[src/shared/sas_pkg.sv]
// ****************************************
// converter sequencer constants
// ****************************************
package sas_pkg;
    // register byte offsets
    localparam logic [7:0] OFF_CTRL = 8'h00;
    localparam logic [7:0] OFF_RESH = 8'h04;
    localparam logic [7:0] OFF_ISTAT = 8'h08;
    localparam logic [7:0] OFF_IMASK = 8'h0c;
    // control/status field positions
    localparam int CTRL_CHAN0 = 0;
    localparam int CTRL_CHAN1 = 1;
    localparam int CTRL_START = 3;
    localparam int CTRL_DONE = 4;
    localparam int CTRL_EXTEN = 5;
    localparam int CTRL_RES0 = 6;
    localparam int CTRL_RES1 = 7;
    // interrupt status bits
    localparam int IRQ_DONE = 0;
    localparam int IRQ_ABORT = 1;
    localparam int IRQ_W = 2;
    // sequence timing in machine cycles
    localparam int RES_BITS = 10;
    localparam int SAMPLE_CYCLES = 8;
    localparam int BIT_CYCLES = 4;
    localparam int DONE_AFTER_STATUS = 52;
    localparam int SETTLE_CYCLES =
        DONE_AFTER_STATUS - 1 - SAMPLE_CYCLES - RES_BITS * BIT_CYCLES;
    localparam int CNT_W = 4;
    localparam logic [CNT_W-1:0] SAMPLE_LAST = 4'(SAMPLE_CYCLES - 1);
    localparam logic [CNT_W-1:0] BIT_LAST = 4'(BIT_CYCLES - 1);
    localparam logic [CNT_W-1:0] SETTLE_LAST = 4'(SETTLE_CYCLES - 1);
    localparam logic [3:0] MSB_IDX = 4'(RES_BITS - 1);
    localparam logic [9:0] MSB_CODE = 10'h200;
    // bus responses
    localparam logic [1:0] RESP_OKAY = 2'h0;
    localparam logic [1:0] RESP_SLVERR = 2'h2;
    // sequencer phases
    typedef enum logic [2:0] {
        ST_IDLE, ST_INIT1, ST_INIT2, ST_SAMPLE, ST_TRIAL, ST_SETTLE
    } sas_state_t;
endpackage : sas_pkg

[src/rtl/sas_sequencer.sv]
// What this block does
// - writing one to the start bit begins a conversion.
// - software start works whatever the external trigger enable says.
// - with trigger enable set, a trigger pin rising edge starts conversion.
// - trigger edge seen at cycle end, conversion begins next cycle.
// - software start begins in the machine cycle after the write.
// - start bit is a command flip-flop plus a separate readable status flag.
// - two init cycles; status set after first, sampling after second.
// - selected input is sampled for eight machine cycles.
// - first trial loads only the top bit, kept if input above ladder.
// - each lower bit tried in turn, four machine cycles per bit.
// - done sets bit 4; top eight bits to high byte, low two to bits 7:6.
// - done set and status cleared 52 cycles after status set.
// - control bits 1:0 select one of four analog channels.
// - start requests during a conversion are ignored.
// - idle or power-down entry aborts a running conversion.
// - result stays unchanged while the done flag is set.
//
// The register addresses and register access over AXI4-Lite were left to the implementer.
`timescale 1ns/1ps
module sas_sequencer (
    // clock, reset, enable
    input wire logic clk_i,
    input wire logic reset_i,
    input wire logic ce_i,
    // axi4-lite write address
    input wire logic s_axi_awvalid_i,
    output logic s_axi_awready_o,
    input wire logic [31:0] s_axi_awaddr_i,
    input wire logic [2:0] s_axi_awprot_i,
    // axi4-lite write data
    input wire logic s_axi_wvalid_i,
    output logic s_axi_wready_o,
    input wire logic [31:0] s_axi_wdata_i,
    input wire logic [3:0] s_axi_wstrb_i,
    // axi4-lite write response
    output logic s_axi_bvalid_o,
    input wire logic s_axi_bready_i,
    output logic [1:0] s_axi_bresp_o,
    // axi4-lite read
    input wire logic s_axi_arvalid_i,
    output logic s_axi_arready_o,
    input wire logic [31:0] s_axi_araddr_i,
    input wire logic [2:0] s_axi_arprot_i,
    output logic s_axi_rvalid_o,
    input wire logic s_axi_rready_i,
    output logic [31:0] s_axi_rdata_o,
    output logic [1:0] s_axi_rresp_o,
    // processor power modes
    input wire logic idle_i,
    input wire logic power_down_i,
    // analog side
    input wire logic external_trigger_pin_i,
    input wire logic comparator_i,
    output logic [1:0] channel_select_o,
    output logic [9:0] ladder_code_o,
    output logic sampling_o,
    // interrupt
    output logic irq_o
);

    // ****************************************
    // state
    // ****************************************
    sas_pkg::sas_state_t state;
    logic [sas_pkg::CNT_W-1:0] cnt;
    logic [3:0] bit_idx;
    logic [9:0] sar;
    logic start_cmd;
    logic start_status;
    logic done;
    logic exten;
    logic [1:0] chan;
    logic [7:0] res_hi;
    logic [1:0] res_lo;
    logic [sas_pkg::IRQ_W-1:0] istat;
    logic [sas_pkg::IRQ_W-1:0] imask;
    logic trig_s1, trig_s2, trig_s3;
    logic comp_s1, comp_s2;
    logic aw_held, w_held;
    logic [7:0] aw_addr;
    logic [7:0] w_byte;
    logic w_lane0;
    logic bvalid, rvalid;
    logic [1:0] bresp, rresp;
    logic [31:0] rdata;

    // ****************************************
    // decode helpers
    // ****************************************
    // one-hot register select, shared by read and write paths
    function automatic logic [3:0] reg_sel(input logic [7:0] a);
        reg_sel = {a == sas_pkg::OFF_IMASK, a == sas_pkg::OFF_ISTAT,
                   a == sas_pkg::OFF_RESH, a == sas_pkg::OFF_CTRL};
    endfunction : reg_sel

    logic wr_fire;
    logic [3:0] wsel;
    logic ctrl_wr;
    logic abort;
    logic trig_rise;
    logic sw_start;
    logic start_req;
    logic can_start;
    logic finish;
    logic ar_fire;
    logic [3:0] rsel;
    logic [7:0] ctrl_view;

    assign wr_fire = ce_i && aw_held && w_held && !bvalid;
    assign wsel = reg_sel(aw_addr);
    assign ctrl_wr = wr_fire && wsel[0] && w_lane0;
    assign abort = idle_i || power_down_i;
    assign trig_rise = trig_s2 && !trig_s3;
    // start bit write of one, independent of the trigger enable
    assign sw_start = ctrl_wr && w_byte[sas_pkg::CTRL_START];
    assign start_req = sw_start || (exten && trig_rise);
    // busy or a held result blocks new starts
    assign can_start = (state == sas_pkg::ST_IDLE) && !start_cmd && !done && !abort;
    assign finish = (state == sas_pkg::ST_SETTLE) && (cnt == sas_pkg::SETTLE_LAST);
    assign ar_fire = ce_i && s_axi_arvalid_i && !rvalid;
    assign rsel = reg_sel(s_axi_araddr_i[7:0]);
    assign ctrl_view = {res_lo, exten, done, start_status, 1'b0, chan};

    // ****************************************
    // pin synchronisers
    // ****************************************
    // pulse of two cycles or more survives the two-stage sync
    always_ff @(posedge clk_i or posedge reset_i) begin
        if (reset_i) begin
            trig_s1 <= 1'b0;
            trig_s2 <= 1'b0;
            trig_s3 <= 1'b0;
            comp_s1 <= 1'b0;
            comp_s2 <= 1'b0;
        end else if (ce_i) begin
            trig_s1 <= external_trigger_pin_i;
            trig_s2 <= trig_s1;
            trig_s3 <= trig_s2;
            comp_s1 <= comparator_i;
            comp_s2 <= comp_s1;
        end
    end

    // ****************************************
    // start command flip-flop
    // ****************************************
    // command half of the start bit; never read back by software
    always_ff @(posedge clk_i or posedge reset_i) begin
        if (reset_i) begin
            start_cmd <= 1'b0;
        end else if (ce_i) begin
            if (abort) begin
                start_cmd <= 1'b0;
            end else if (start_req && can_start) begin
                start_cmd <= 1'b1;
            end else if (state == sas_pkg::ST_IDLE) begin
                start_cmd <= 1'b0;
            end
        end
    end

    // ****************************************
    // conversion sequencer
    // ****************************************
    // one clk_i cycle with ce_i high is one machine cycle
    always_ff @(posedge clk_i or posedge reset_i) begin
        if (reset_i) begin
            state <= sas_pkg::ST_IDLE;
            cnt <= '0;
            bit_idx <= '0;
            sar <= '0;
        end else if (ce_i) begin
            if (abort) begin
                state <= sas_pkg::ST_IDLE;
                cnt <= '0;
            end else begin
                unique case (state)
                    sas_pkg::ST_IDLE: begin
                        if (start_cmd) begin
                            state <= sas_pkg::ST_INIT1;
                        end
                    end
                    sas_pkg::ST_INIT1: begin
                        state <= sas_pkg::ST_INIT2;
                    end
                    sas_pkg::ST_INIT2: begin
                        state <= sas_pkg::ST_SAMPLE;
                        cnt <= '0;
                    end
                    sas_pkg::ST_SAMPLE: begin
                        if (cnt == sas_pkg::SAMPLE_LAST) begin
                            state <= sas_pkg::ST_TRIAL;
                            cnt <= '0;
                            bit_idx <= sas_pkg::MSB_IDX;
                            sar <= sas_pkg::MSB_CODE;
                        end else begin
                            cnt <= cnt + 1'b1;
                        end
                    end
                    sas_pkg::ST_TRIAL: begin
                        if (cnt == sas_pkg::BIT_LAST) begin
                            // comparator has had two cycles to settle through sync
                            cnt <= '0;
                            if (!comp_s2) begin
                                sar[bit_idx] <= 1'b0;
                            end
                            if (bit_idx == 4'h0) begin
                                state <= sas_pkg::ST_SETTLE;
                            end else begin
                                bit_idx <= bit_idx - 1'b1;
                                sar[bit_idx - 1'b1] <= 1'b1;
                            end
                        end else begin
                            cnt <= cnt + 1'b1;
                        end
                    end
                    sas_pkg::ST_SETTLE: begin
                        if (finish) begin
                            state <= sas_pkg::ST_IDLE;
                            cnt <= '0;
                        end else begin
                            cnt <= cnt + 1'b1;
                        end
                    end
                endcase
            end
        end
    end

    // ****************************************
    // start status flag
    // ****************************************
    // readable half of the start bit
    always_ff @(posedge clk_i or posedge reset_i) begin
        if (reset_i) begin
            start_status <= 1'b0;
        end else if (ce_i) begin
            if (abort || finish) begin
                start_status <= 1'b0;
            end else if (state == sas_pkg::ST_INIT1) begin
                start_status <= 1'b1;
            end
        end
    end

    // ****************************************
    // done flag and result
    // ****************************************
    // completion wins over a same-cycle software clear
    always_ff @(posedge clk_i or posedge reset_i) begin
        if (reset_i) begin
            done <= 1'b0;
            res_hi <= '0;
            res_lo <= '0;
        end else if (ce_i) begin
            if (finish && !abort) begin
                done <= 1'b1;
                res_hi <= sar[9:2];
                res_lo <= sar[1:0];
            end else if (ctrl_wr && !w_byte[sas_pkg::CTRL_DONE]) begin
                done <= 1'b0;
            end
        end
    end

    // ****************************************
    // software control fields
    // ****************************************
    // channel changes reach channel_select_o the cycle after the write, even mid-conversion
    always_ff @(posedge clk_i or posedge reset_i) begin
        if (reset_i) begin
            exten <= 1'b0;
            chan <= '0;
        end else if (ce_i && ctrl_wr) begin
            exten <= w_byte[sas_pkg::CTRL_EXTEN];
            chan <= w_byte[sas_pkg::CTRL_CHAN1:sas_pkg::CTRL_CHAN0];
        end
    end

    // ****************************************
    // interrupt status and mask
    // ****************************************
    // write one clears, but a fresh event in that cycle stays set
    always_ff @(posedge clk_i or posedge reset_i) begin
        if (reset_i) begin
            istat <= '0;
            imask <= '0;
        end else if (ce_i) begin
            istat <= (istat & ~((wr_fire && wsel[2] && w_lane0) ? w_byte[1:0] : 2'h0))
                | {abort && (state != sas_pkg::ST_IDLE), finish};
            if (wr_fire && wsel[3] && w_lane0) begin
                imask <= w_byte[1:0];
            end
        end
    end

    // ****************************************
    // axi4-lite write channel
    // ****************************************
    // address and data taken in either order; response after both
    always_ff @(posedge clk_i or posedge reset_i) begin
        if (reset_i) begin
            aw_held <= 1'b0;
            w_held <= 1'b0;
            aw_addr <= '0;
            w_byte <= '0;
            w_lane0 <= 1'b0;
            bvalid <= 1'b0;
            bresp <= sas_pkg::RESP_OKAY;
        end else if (ce_i) begin
            if (s_axi_awvalid_i && !aw_held) begin
                aw_held <= 1'b1;
                aw_addr <= s_axi_awaddr_i[7:0];
            end
            if (s_axi_wvalid_i && !w_held) begin
                w_held <= 1'b1;
                w_byte <= s_axi_wdata_i[7:0];
                w_lane0 <= s_axi_wstrb_i[0];
            end
            if (wr_fire) begin
                aw_held <= 1'b0;
                w_held <= 1'b0;
                bvalid <= 1'b1;
                // result byte is read only; writes to it are refused
                bresp <= (wsel[0] || wsel[2] || wsel[3]) ? sas_pkg::RESP_OKAY : sas_pkg::RESP_SLVERR;
            end else if (bvalid && s_axi_bready_i) begin
                bvalid <= 1'b0;
            end
        end
    end

    // ****************************************
    // axi4-lite read channel
    // ****************************************
    always_ff @(posedge clk_i or posedge reset_i) begin
        if (reset_i) begin
            rvalid <= 1'b0;
            rdata <= '0;
            rresp <= sas_pkg::RESP_OKAY;
        end else if (ce_i) begin
            if (ar_fire) begin
                rvalid <= 1'b1;
                rresp <= (rsel != 4'h0) ? sas_pkg::RESP_OKAY : sas_pkg::RESP_SLVERR;
                unique case (1'b1)
                    rsel[0]: rdata <= {24'h0, ctrl_view};
                    rsel[1]: rdata <= {24'h0, res_hi};
                    rsel[2]: rdata <= {30'h0, istat};
                    rsel[3]: rdata <= {30'h0, imask};
                    default: rdata <= '0;
                endcase
            end else if (rvalid && s_axi_rready_i) begin
                rvalid <= 1'b0;
            end
        end
    end

    // ****************************************
    // outputs
    // ****************************************
    assign s_axi_awready_o = ce_i && !aw_held;
    assign s_axi_wready_o = ce_i && !w_held;
    assign s_axi_bvalid_o = bvalid;
    assign s_axi_bresp_o = bresp;
    assign s_axi_arready_o = ce_i && !rvalid;
    assign s_axi_rvalid_o = rvalid;
    assign s_axi_rdata_o = rdata;
    assign s_axi_rresp_o = rresp;
    assign channel_select_o = chan;
    assign ladder_code_o = sar;
    assign sampling_o = (state == sas_pkg::ST_SAMPLE);
    assign irq_o = |(istat & imask);
endmodule : sas_sequencer

[config.mk]
export PLATFORM = sky130hd
export DESIGN_NAME = sas_sequencer
export DESIGN_NICKNAME = d
export VERILOG_FILES = /design/src/shared/sas_pkg.sv /design/src/rtl/sas_sequencer.sv
export SDC_FILE = /design/constraint.sdc
export NUM_CORES = 1
export LEC_CHECK = 0
export ABC_CLOCK_PERIOD_IN_PS = 2400
export BUFFER_PORTS_ARGS = -buffer_cell sky130_fd_sc_hd__buf_2
export CAP_MARGIN = 20
export CORE_UTILIZATION = 48
export DETAILED_ROUTE_END_ITERATION = 16
export HOLD_SLACK_MARGIN = 0.15
export PLACE_DENSITY = 0.88
export SYNTH_ARGS = -nofsm -noshare
export SYNTH_HDL_FRONTEND = slang
export SYNTH_SLANG_ARGS = --single-unit
[constraint.sdc]
create_clock -name clk_i -period 2.4 [get_ports clk_i]
set_input_delay 0.12 -clock clk_i [delete_from_list [all_inputs] [get_ports clk_i]]
set_output_delay 0.12 -clock clk_i [all_outputs]
set_load 0.01 [all_outputs]
==> impl_metrics.py <==
metrics = {
    "outcome": {
        "status": "finished, final reports clean",
    },
    "timing": {
        "worstMarginPinSlew_ps": 744,
        "period_minus_slack_ps": 2220,
        "fin_skew_ps": 10.8,
        "setup_tns_ps": 0,
        "finalMaxSlewViolations": 0,
        "hold_viol_final": 0,
        "post-route-period-util_pct": 92.4,
        "fmax_mhz": 451,
        "finalSetupViolCount": 0,
        "relSlewSlack_pct": 50.4,
        "rsz0062_at_grt": "false",
    },
    "critical_path": {
        "crit_arrival_ps": 2450,
        "worstSetupEndpointType": "flip-flop",
        "worstPathMaxFanout": 7,
        "required_ps": 2640,
        "path_class": "flip-flop to flip-flop",
        "startpoint_type": "flip-flop",
        "rr_worst_depth": 6,
    },
    "cts": {
        "htreeDepth": 3,
        "clock_sinks": 74,
        "clock_latency_ps": 350,
        "cts_tree": "done",
        "clk_pin_slew_ps": 80,
        "cts_made_buffers": 9,
        "cts_root_buf": "clkbuf_8",
        "ctsLongestPathBuffers": 2,
    },
    "floorplanning": {
        "die_x_um": 92.1,
        "die_h_um": 92.1,
        "start_util_pct": 49.9,
        "dieArea_um2": 8480,
        "core.rowCount": 32,
        "io_pins": 173,
        "core_um2": 7810,
    },
    "logic_synthesis": {
        "synth_edf_count": 0,
        "yosys_warnings": 0,
        "synth_ff_type": "dfrtp_1",
        "synthCells": 369,
        "yosys_register_bits": 74,
        "synth_area_leaders": "dfrtp_1, mux2_2, buf_4",
        "synth.cell_area_um2": 3900,
        "yosysSeqAreaShare_pct": 47.5,
        "synth_top_cell_area_share_pct": 47.5,
        "ys_types": 55,
        "ys_async_sr_fraction_pct": 100,
        "avgSynthCellArea_um2": 10.6,
        "synthTopCellsByCount": "dfrtp_1, mux2_2, nand2_1, buf_4, o21ai_0",
        "yosysTopAreaCell": "dfrtp_1",
        "yosysMostFrequentCell": "dfrtp_1",
    },
    "pwr": {
        "power_leakage_nw": 2.22,
        "ir_drop_mv": 0.590,
        "finalPower_w": 0.00297,
        "power_density_nw_per_um2": 636,
    },
    "layout": {
        "final_area_um2": 4670,
        "syn2layout_area_growth_pct": 19.8,
        "regArea_um2": 1850,
        "multiInputGateArea_um2": 1800,
        "drive_gt1_share_pct": 28.4,
        "insertedDiodeCount": 0,
        "nFillCells": 593,
        "nets": 584,
    },
    "route": {
        "viasPerCell": 5.48,
        "first_pass_iters": 4,
        "vias": 3091,
        "wl_per_cell_um": 16.1,
        "drc": 0,
        "finalWirelength_um": 9070,
        "drtAntennaViolNets": 0,
        "drt_iter0_drc": 187,
    },
    "grt": {
        "first_global_vias": 3115,
        "grt_max_degree": 43,
        "grt_pass1_wl_um": 15100,
        "antenna_found_initial": 0,
        "grt.total_usage_pct": 23.1,
        "grt.overflow.total": 0,
    },
    "placement": {
        "hpwl_um": 6190,
        "place_congestion": 0.880,
        "postPlaceCellArea_um2": 4240,
        "port_buffers": 62,
    },
    "hold_path": {
        "hold_depth": 4,
        "holdCritPathClass": "input pin to flip-flop",
    },
    "flow_run": {
        "drv_cap": 0,
    },
}
cell usage in the layout (no fill, tap or decap), types with 6 or more instances in the layout:
cell / Yosys / routed
nand2_1: 33 / 33
nor4_1: 6 / 6
nor3_1: 9 / 9
nor2_1: 15 / 15
buf_2: 4 / 62
o21ai_1: 6 / 6
clkbuf_8: 0 / 11
nor2b_1: 6 / 6
conb_1: 1 / 26
mux2i_1: 6 / 6
ha_1: 8 / 8
buf_4: 27 / 10
a21oi_1: 8 / 8
o2bb2ai_1: 9 / 9
inv_1: 15 / 14
o21ai_0: 23 / 23
dlygate4sd3_1: 0 / 26
mux2_2: 35 / 35
dfrtp_1: 74 / 74
per-stage QoR:
| step | util [%] | hold WS [ps] | instances | worst slack, ps |
|---|---|---|---|---|
| finish | 59.8 | 157 | 564 | 183 |
| global route | 59.8 | 167 | 564 | 98.5 |
| CTS | 59.8 | 152 | 564 | 252 |
| detailed placement | 54.3 | 284 | 523 | 257 |
| global placement | 54.3 | 274 | 523 | 340 |
| floorplan | - | 271 | 394 | 398 |
logic make-up (layout without fill, tap and decap cells):
family / Yosys count / in the layout / synth area share, %
adder cells (fa/ha/maj): 8 / 8 / 2.57
other: 1 / 26 / 0.0962
AND/OR/NAND/NOR: 105 / 105 / 14.5
buffers and inverters: 61 / 129 / 8.80
AO/OA/AOI/OAI: 73 / 73 / 12.7
multiplexers: 43 / 43 / 12.8
flip-flops: 74 / 74 / 47.5
XOR/XNOR: 4 / 4 / 0.899
layer usage:
layer | part of all wire [%] | up-vias | GRT usage [%]
met5 | 0 | - | 0
li1 | - | 1444 | -
met3 | 5.1 | 18 | 4.48
met2 | 49 | 112 | 38.7
met4 | 2.2 | 0 | 10.2
met1 | 44 | 1517 | 28.9
power breakdown:
group          leakage, nW  switching (W)  internal [W]
Combinational         1.17       0.000259      0.000253
Sequential           0.966       0.000167       0.00142
Clock               0.0855       0.000439      0.000426
Total                 2.22       0.000865       0.00210
path summary, 6_finish.rpt:
check	start	endpoint	slack, ps
max	bit_idx[0]	state[2]	180
min	power_down_i	cnt[2]	160
max reg2reg	bit_idx[0]	state[2]	180
min reg2reg	s_axi_rdata_o[5]	s_axi_rdata_o[5]	480
max in group asynchronous	reset_i	bit_idx[0]	1270
min in group asynchronous	reset_i	s_axi_rvalid_o	440
critical path: stages, from the launching register on:
cell and delay [ps]:
dfrtp_1 450, inv_1 150, ha_1 190, nor3b_1 450, o221ai_1 230, or3_1 370, a32o_1 280
area by class of cell:
class                      count  share of cell area, %
multi-input combinational    259                   38.5
clock buffer                  13                   3.40
clock inverter                 2                  0.268
sequential                    74                   39.7
inverter                      15                   1.21
tap                          102                   2.73
timing repair buffer          99                   14.3
state kept, by name, indices dropped and copies added, names as in the netlist, 3 cells and up:
signal and flops:
state 3, w_byte 5, cnt 4, aw_addr 8, ladder_code_o 10, bit_idx 4, res_hi 8, s_axi_rdata_o 8
what timing repair did:
| item | in CTS | in global routing |
|---|---|---|
| endpoints found under the setup margin | 0 | 0 |
| gates resized for setup | 0 | 0 |
| endpoints found under the hold margin | 53 | 0 |
| hold buffers | 26 | 0 |
| buffers inserted | 0 | 0 |
(Power assumes the default switching activity.)
